## src/include/ses_cfg.svh

```systemverilog
`ifndef SES_CFG_SVH
`define SES_CFG_SVH

// clock and timing
`define SES_CLK_NS 40
`define SES_PULSE_NS 700
`define SES_LOCK_NS 5700
`define SES_PULSE_CYC ((`SES_PULSE_NS + `SES_CLK_NS - 1) / `SES_CLK_NS)
`define SES_LOCK_CYC ((`SES_LOCK_NS + `SES_CLK_NS - 1) / `SES_CLK_NS)
`define SES_TMR_W 8

// event memory geometry
`define SES_ADDR_W 7
`define SES_WORD_W 16
`define SES_DEPTH 128

// event word fields
`define SES_POS_W 10
`define SES_POS_MAX 999
`define SES_MKR_BIT 10
`define SES_BX_BIT 11

`endif

```

## src/include/ses_pkg.sv

```systemverilog
package ses_pkg;
`include "ses_cfg.svh"

    typedef enum logic [1:0] {
        SES_IDLE,
        SES_PULSE,
        SES_LOCK
    } ses_phase_t;

    // one cycle strobes from the host i/o decoder
    typedef struct packed {
        logic rd_strobe;
        logic wr_strobe;
        logic preset_strobe;
        logic [`SES_WORD_W-1:0] data;
    } ses_host_t;

    typedef struct packed {
        logic oe;
        logic [`SES_WORD_W-1:0] data;
    } ses_bus_out_t;

    typedef struct packed {
        ses_phase_t phase;
        logic [`SES_TMR_W-1:0] tmr;
        logic [`SES_ADDR_W-1:0] addr;
        logic pulse;
        logic marker;
        logic bandcross_n;
        logic rd_oe;
        logic cmp_s1;
        logic cmp_s2;
    } ses_state_t;

endpackage

```

## src/hw/ses_event_mem.sv

```systemverilog
`timescale 1ns/10ps
module ses_event_mem #(
    parameter int WIDTH = 16,
    parameter int DEPTH = 128,
    parameter int AW = 7
) (
    // clock and reset
    input wire logic core_clk,
    input wire logic rst_n,
    // access
    input wire logic we,
    input wire logic [AW-1:0] addr,
    input wire logic [WIDTH-1:0] wdata,
    output logic [WIDTH-1:0] rdata
);
    logic [WIDTH-1:0] mem [DEPTH];

    always_ff @(posedge core_clk) begin
        if (we) begin
            mem[addr] <= wdata;
        end
    end

    // read word always follows the address, so the threshold tracks the counter
    always_ff @(posedge core_clk or negedge rst_n) begin
        if (!rst_n) begin
            rdata <= '0;
        end else begin
            rdata <= mem[addr];
        end
    end
endmodule // ses_event_mem

```

## src/hw/ses_sweep_event_seq.sv

```systemverilog
`timescale 1ns/10ps
`include "ses_cfg.svh"
// Operation
// - event write stores word then increments address
// - position is 0..999 on bits 9..0
// - address zero presents first stored position
// - match captures bits 10 and 11
// - marker uses two events: on, then off
// - preset strobe loads counter from bus
// - detect pulse advances the counter once
// - 128 by 16 memory, host read/write
// - one memory word per sweep event
// - bandcross events halt the sweep via the stop line
// - counter locates sweep position for slow sweeps
// - marker on/off spaced one thousandth apart
// - read strobe returns current word on bus
// - captured bit 10 drives the marker line
// - marker never stops; bandcross drives stop low
// - 700 ns pulse, 5.7 us lockout ignores matches
module ses_sweep_event_seq (
    // clock and reset
    input wire logic core_clk,
    input wire logic rst_n,
    // host i/o strobes and data
    input ses_pkg::ses_host_t host_io,
    output ses_pkg::ses_bus_out_t host_bus,
    // sweep side
    input wire logic sweep_ramp_level,
    input wire logic sweep_stopped,
    input wire logic timer_disable,
    input wire logic clear_bandcross,
    // event outputs
    output logic [`SES_POS_W-1:0] event_position_bits,
    output logic [`SES_ADDR_W-1:0] event_address_lines,
    output logic marker_line,
    output logic bandcross_stop_n,
    output logic event_detect
);
    import ses_pkg::*;

    localparam logic [`SES_TMR_W-1:0] PULSE_LAST = `SES_TMR_W'(`SES_PULSE_CYC - 1);
    localparam logic [`SES_TMR_W-1:0] LOCK_LAST = `SES_TMR_W'(`SES_LOCK_CYC - 1);

    ses_state_t st;
    ses_state_t next_st;
    logic [`SES_WORD_W-1:0] mem_word;
    logic fire;
    logic adv;
    logic host_wr;

    function automatic logic [`SES_ADDR_W-1:0] inc_addr(input logic [`SES_ADDR_W-1:0] a,
                                                       input logic w,
                                                       input logic e);
        inc_addr = a + `SES_ADDR_W'(w) + `SES_ADDR_W'(e);
    endfunction

    // writes land at the current address, before it moves
    assign host_wr = host_io.wr_strobe && !host_io.preset_strobe;

    ses_event_mem #(
        .WIDTH(`SES_WORD_W),
        .DEPTH(`SES_DEPTH),
        .AW(`SES_ADDR_W)
    ) u_mem (
        .core_clk(core_clk),
        .rst_n(rst_n),
        .we(host_wr),
        .addr(st.addr),
        .wdata(host_io.data),
        .rdata(mem_word)
    );

    // a stopped sweep or self-test blocks new matches; a pulse or lockout already running still completes
    assign fire = (st.phase == SES_IDLE) && st.cmp_s2 && !sweep_stopped && !timer_disable;
    assign adv = (st.phase == SES_PULSE) && (st.tmr == PULSE_LAST);

    always_comb begin
        next_st = st;
        next_st.cmp_s1 = sweep_ramp_level;
        next_st.cmp_s2 = st.cmp_s1;
        next_st.rd_oe = host_io.rd_strobe;
        if (host_io.preset_strobe) begin
            next_st.addr = host_io.data[`SES_ADDR_W-1:0];
        end else begin
            next_st.addr = inc_addr(st.addr, host_io.wr_strobe, adv);
        end
        unique case (st.phase)
            SES_IDLE: begin
                if (fire) begin
                    next_st.phase = SES_PULSE;
                    next_st.tmr = '0;
                    next_st.pulse = 1'b1;
                end
            end
            SES_PULSE: begin
                next_st.tmr = st.tmr + 1'b1;
                if (adv) begin
                    next_st.phase = SES_LOCK;
                    next_st.pulse = 1'b0;
                end
            end
            SES_LOCK: begin
                next_st.tmr = st.tmr + 1'b1;
                if (st.tmr == LOCK_LAST) begin
                    next_st.phase = SES_IDLE;
                end
            end
        endcase
        // event type flops clock on the match; a new set beats a host clear
        if (fire) begin
            next_st.marker = mem_word[`SES_MKR_BIT];
            // flop holds the stop level itself so the pin comes straight off it
            next_st.bandcross_n = !mem_word[`SES_BX_BIT];
        end else if (clear_bandcross) begin
            next_st.bandcross_n = 1'b1;
        end
    end

    always_ff @(posedge core_clk or negedge rst_n) begin
        if (!rst_n) begin
            st <= '{phase: SES_IDLE, bandcross_n: 1'b1, default: '0};
        end else begin
            st <= next_st;
        end
    end

    // threshold comes straight from the word at the current address
    // one position step is one thousandth of the span, the finest marker width
    assign event_position_bits = mem_word[`SES_POS_W-1:0];
    // host may read the address to find where a slow sweep stands
    assign event_address_lines = st.addr;
    assign marker_line = st.marker;
    assign bandcross_stop_n = st.bandcross_n;
    assign event_detect = st.pulse;
    assign host_bus.oe = st.rd_oe;
    assign host_bus.data = mem_word;
endmodule // ses_sweep_event_seq

```

## config.mk

```make
export PLATFORM = sky130hd
export DESIGN_NAME = ses_sweep_event_seq
export DESIGN_NICKNAME = d
export VERILOG_FILES = /design/src/include/ses_pkg.sv /design/src/hw/ses_event_mem.sv /design/src/hw/ses_sweep_event_seq.sv
export VERILOG_INCLUDE_DIRS = /design/src /design/src/include
export SDC_FILE = /design/constraint.sdc
export NUM_CORES = 2
export LEC_CHECK = 0
export ABC_AREA = 1
export BUFFER_PORTS_ARGS = -buffer_cell sky130_fd_sc_hd__buf_2
export CORE_MARGIN = 1.5
export CORE_UTILIZATION = 40
export CTS_CLUSTER_SIZE = 24
export DETAILED_ROUTE_END_ITERATION = 16
export SETUP_SLACK_MARGIN = 0.05
export SLEW_MARGIN = 20
export SYNTH_ARGS = -nofsm -noshare
export SYNTH_HDL_FRONTEND = slang
export SYNTH_HIERARCHICAL = 1
export SYNTH_SLANG_ARGS = --single-unit
```

## constraint.sdc

```tcl
create_clock -name core_clk -period 5.24 [get_ports core_clk]
set_clock_uncertainty 0.1 [all_clocks]
set_input_delay 1.048 -clock core_clk [delete_from_list [all_inputs] [get_ports core_clk]]
set_output_delay 1.048 -clock core_clk [all_outputs]
set_load 0.01 [all_outputs]
```

* Word level (Yosys, flattened, before mapping)
Memories as Yosys holds them, arrays and structs flattened. A register that Yosys moved wholly into a read port is not among the register bits. Index checks and enable logic that the tools add are counted.
Cells by class: muxes and demuxes 12, add/subtract/negate cells 3, reduce and logical (&&, ||, !) cells 15, equal/unequal tests 7
Operators by type and width (number):
- 10-bit one-hot mux with 3 select lines | 1
- 7-bit by 1-bit adder with 7-bit output | 2
- 10-bit two-way mux | 1
- 8-bit by 1-bit adder with 8-bit output (second input constant) | 1
- 8-bit by 5-bit equality test with 1-bit output (second input constant) | 1
- 8-bit equality test (second input constant) | 1
- 7-bit two-way mux | 1
- 1-bit two-way mux | 6
- 2-bit != test (second input constant) | 3
- 3-bit AND reduction | 2
- 1-bit logical AND | 5
- 1-bit logical NOT | 5
- 2-bit two-way mux | 2
- 2-bit nonzero test | 2
- 2-bit by 1-bit equality test with 1-bit output (second input constant) | 1
- 2-bit equality test (second input constant) | 1
- 2-bit logical NOT | 1
- 1-bit one-hot mux with 2 select lines | 1
Word-level totals: memories kept 1, register bits 23, bits of input ports 25, RAM bits 2048, word-level logic and storage cells 47
Memory list:
- u_mem.mem | depth 128, width 16, rd ports 1, clocked after memory_dff 1, wr ports 1, line ses_event_mem.sv:16 | logic [WIDTH-1:0] mem [DEPTH];

* Logic depth before layout (Yosys ltp)
depth after elaboration 6, gate-level depth with buffers 17, gate-level depth less buffers 14

* Modules after synthesis
Netlist, hierarchy kept.
Modules (own cells, without submodules):
- ses_event_mem | times used 1, seq. area each 61899.4 µm², cells an instance 8620, area an instance 87018.5 µm²
- ses_sweep_event_seq | times used 1, seq. area each 576.8 µm², cells an instance 171, area an instance 1387.6 µm²

* Worst setup path before layout
No wires, ideal clock.
kind input port to flip-flop, from input port host_io[16] in the netlist's numbering, to memory u_mem.mem[106][0], enable pin, arrival 2.701 ns, required time 4.752 ns, setup slack 2.051 ns, stages on the path 6, library setup time 0.388 ns, cells stage by stage clkbuf_1 > nor2_1 > clkbuf_1 > nand2_1 > clkbuf_1 > nor2_1
On the way: cells in the longest elaborated chain, start to end 4
RTL lines:
- start: declaration | line ses_sweep_event_seq.sv:25 | input ses_pkg::ses_host_t host_io,
- 1-bit logical NOT | line ses_sweep_event_seq.sv:58 | assign host_wr = host_io.wr_strobe && !host_io.preset_strobe;
- 1-bit logical AND | line ses_sweep_event_seq.sv:58
- via host_wr | line ses_sweep_event_seq.sv:49 | logic host_wr;
- 1-bit two-way mux | line ses_event_mem.sv:19 | if (we) begin
- 1-bit two-way mux (implied by the code) | line ses_event_mem.sv:20 | mem[addr] <= wdata;
- end: declaration | line ses_event_mem.sv:16
The timed path passes the listed nets, and every way through them passes these cells.

==> impl_metrics.env <==
export IMPL_synth_seq_cells=2087
export IMPL_ys_flop_type="edfxtp_1"
export IMPL_critPathArrivalTime_ns=4.86
export IMPL_period_share=0.796
export IMPL_rrSetupSlack_ns=1.07
export IMPL_dpl_hpwl_mm=144
export IMPL_finalSetupTns_ns=0
export IMPL_ctsResizeCount=0
export IMPL_grt_pass1_vias=57489
export IMPL_ir_worst_vdd_uv=306
export IMPL_synth_top_cell_area_share=0.696
export IMPL_syn2layout_area_growth_pct=12.3
export IMPL_synthSimpleGateAreaFrac=0.261
export IMPL_cp_slowest_cell="dfrtp_4"
export IMPL_yosys_area_top_type="edfxtp_1"
export IMPL_synthTopCellsByCount="nand2_1 (5709), edfxtp_1 (2048), nor2_1 (339)"
export IMPL_rr_endpoint="u_mem/rdata[15]$_DFF_PN0_"
export IMPL_num_fill_cells=20324
export IMPL_fmax_mhz=240
export IMPL_finalCriticalPeriod_ns=4.17
export IMPL_io_pins=62
export IMPL_coreArea_mm2=0.220
export IMPL_grt_pass1_wl_mm=377
export IMPL_slew_headroom=0.191
export IMPL_drt_iter0_drc=7228
export IMPL_final_area_mm2=0.0993
export IMPL_grt_ovfl_total=0
export IMPL_synthMuxAreaShare=0.000255
export IMPL_rsz0062_at_grt="false"
export IMPL_postCtsSetupBuffers=0
export IMPL_cts_hold_buf=0
export IMPL_cts_buffer_depth=3
export IMPL_hold_path_class="input port to flop"
export IMPL_power_density_mw_per_mm2=391
export IMPL_synth_edf_count=2048
export IMPL_path_buf_inv=3
export IMPL_grt_max_degree=181
export IMPL_synth_top_family_by_area="simple AND/OR/NAND/NOR gates"
export IMPL_h_tree_depth=4
export IMPL_row_count=172
export IMPL_regArea_mm2=0.0625
export IMPL_yosysSeqAreaShare=0.707
export IMPL_worst_path_max_fanout=116
export IMPL_critPathMaxStageDelay_ns=0.74
export IMPL_wl_per_cell_um=21.3
export IMPL_firstDrtPassIters=5
export IMPL_cts_sinks=2087
export IMPL_numCtsBuffers=216
export IMPL_use_met3=0.0326
export IMPL_die_y_um=473
export IMPL_wl_mm=255
export IMPL_yosys_area_share_xor_xnor=0.0000991
export IMPL_synth_fa_ha_area_frac=0.00122
export IMPL_setup_viol=0
export IMPL_ys_top_cells_by_area="edfxtp_1 (70%), nand2_1 (24%), buf_2 (1.5%)"
export IMPL_critPathKind="flop to flop"
export IMPL_ant_nets=0
export IMPL_top_usage_layer="met2"
export IMPL_numPortBuffers=61
export IMPL_cts_tree="yes"
export IMPL_synthesis_nets=8824
export IMPL_cts_root_buf="clkbuf_16"
export IMPL_initial_core_util=0.402
export IMPL_grt_util_met2=0.351
export IMPL_path_clk_slew_ns=0.06
export IMPL_drc=0
export IMPL_multi_input_area_mm2=0.0234
export IMPL_die_area_mm2=0.224
export IMPL_viasPerCell=5.06
export IMPL_p_leak_nw=41.4
export IMPL_min_to="host_bus[16]$_DFF_PN0_"
export IMPL_ys_types=36
export IMPL_worstPathRequired_ns=5.93
export IMPL_maxCapViolCount=0
export IMPL_synth_area_mm2=0.0884
export IMPL_r2r_cells=11
export IMPL_min_from="host_io[18]"
export IMPL_met1_usage=0.320
export IMPL_start_kind="flop"
export IMPL_worstPathCellList="inv_8, buf_16, buf_12, nand2_1, nand2_1, nand2_1, nand2_1, nor2_1, nor2_1, nor2_1, nand2_1"
export IMPL_antenna_found_initial=12
export IMPL_min_delay_path_depth=1
export IMPL_synthMostInstantiatedCell="nand2_1"
export IMPL_clk_latency_ns=0.87
export IMPL_worst_setup_path_end_kind="flop"
export IMPL_r2r_start="event_address_lines[2]$_DFF_PN0_"
export IMPL_cp_common_cell="nand2_1"
export IMPL_synth_compound_area_share=0.00209
export IMPL_critPathTopFamily="simple AND/OR/NAND/NOR gates"
export IMPL_final_nets=8872
export IMPL_die_w_um=473
export IMPL_dpl_instance_area_mm2=0.0923
export IMPL_worst_slew_pin_slew_ns=1.21
export IMPL_hold_viol_final=0
export IMPL_via_count=60657
export IMPL_final_layout_size_suffix_gt1_frac=0.0676
export IMPL_routabilityCongestion=0.873
export IMPL_synth_cells=8791
export IMPL_track_usage=0.224
export IMPL_drv_slew=0
export IMPL_status="finished clean"
export IMPL_synth_async_reset_ratio=0.0187
export IMPL_syn_avg_cell_area_um2=10.1
export IMPL_yosys_warnings=6
registers in the layout (all words and copies together) (netlist names):
signal,flops
bandcross_stop_n,1
event_address_lines,7
u_mem/mem,2048
host_bus,1
event_detect,1
u_mem/rdata,16
next_st,1
st,11
marker_line,1
metrics by stage:
stage | hold WS, ns | power, mW | cells | setup WS (ns) | utilization
2_1_floorplan | 0.231 | 22.0 | 8791 | 2.05 | -
3_3_place_gp | 0.244 | 24.0 | 11578 | 1.18 | 0.420
3_5_place_dp | 0.252 | 24.0 | 11578 | 1.20 | 0.420
4_1_cts | 0.142 | 39.0 | 11976 | 1.19 | 0.452
5_1_grt | 0.175 | 40.1 | 11978 | 1.15 | 0.452
6_report | 0.203 | 38.8 | 11979 | 1.07 | 0.452
metal layers:
layer  wire length [µm]  share of wire  vias to the layer above
li1                   -              -                    28372
met1             110000           0.43                    29540
met2             117000           0.46                     2373
met3              19500          0.076                      370
met4               8650          0.034                        2
met5                 13       0.000051                        -
where the power goes:
group / internal (mW) / switching [mW] / total, mW
clock: 8.55 / 6.55 / 15.1
combinational: 1.23 / 3.89 / 5.11
sequential: 18.4 / 0.140 / 18.6
kinds of logic (layout without fill, tap and decap cells):
kind of cell	Yosys count	after routing
simple gates	6110	6110
flops	2087	2087
buf+inv	551	779
compound gates	32	32
fa+ha+maj	8	8
mux	2	2
xor+xnor	1	1
other cells	0	2
cell type report:
cell class / count / area share
Inverter: 97 / 0.00399
Multi-Input combinational cell: 6153 / 0.236
Timing Repair Buffer: 284 / 0.0240
Clock inverter: 137 / 0.0131
Tap cell: 2958 / 0.0373
Antenna cell: 2 / 0.0000504
Sequential cell: 2087 / 0.629
Clock buffer: 261 / 0.0568
worst max path at each step:
stage / startpoint / to / slack (ns) / cells after the start
after floorplan: host_io[16] / u_mem/mem[106][0]$_DFFE_PP_ / 2.05 / 6
after global placement: event_address_lines[2]$_DFF_PN0_ / u_mem/rdata[15]$_DFF_PN0_ / 1.18 / 10
after detailed placement: event_address_lines[2]$_DFF_PN0_ / u_mem/rdata[15]$_DFF_PN0_ / 1.20 / 10
after CTS: event_address_lines[2]$_DFF_PN0_ / u_mem/rdata[15]$_DFF_PN0_ / 1.19 / 10
after global routing: event_address_lines[2]$_DFF_PN0_ / u_mem/rdata[15]$_DFF_PN0_ / 1.15 / 11
final: event_address_lines[2]$_DFF_PN0_ / u_mem/rdata[15]$_DFF_PN0_ / 1.07 / 11
layout by cell type (no fill, tap or decap), drive strengths merged:
cell / n
o22ai: 1
ha: 7
clkbuf: 261
edfxtp: 2048
o21bai: 2
a21o: 1
clkinvlp: 8
or2: 11
nand2: 5711
bufinv: 18
diode: 2
nand3: 38
a22o: 1
a21oi: 10
buf: 284
o211ai: 4
xor2: 1
nand4: 4
inv: 102
mux2: 2
nor2: 343
a31oi: 2
fa: 1
o21ai: 11
nand3b: 1
clkinv: 106
dfstp: 1
nor3: 2
dfrtp: 38
(Power assumes the default switching activity.)
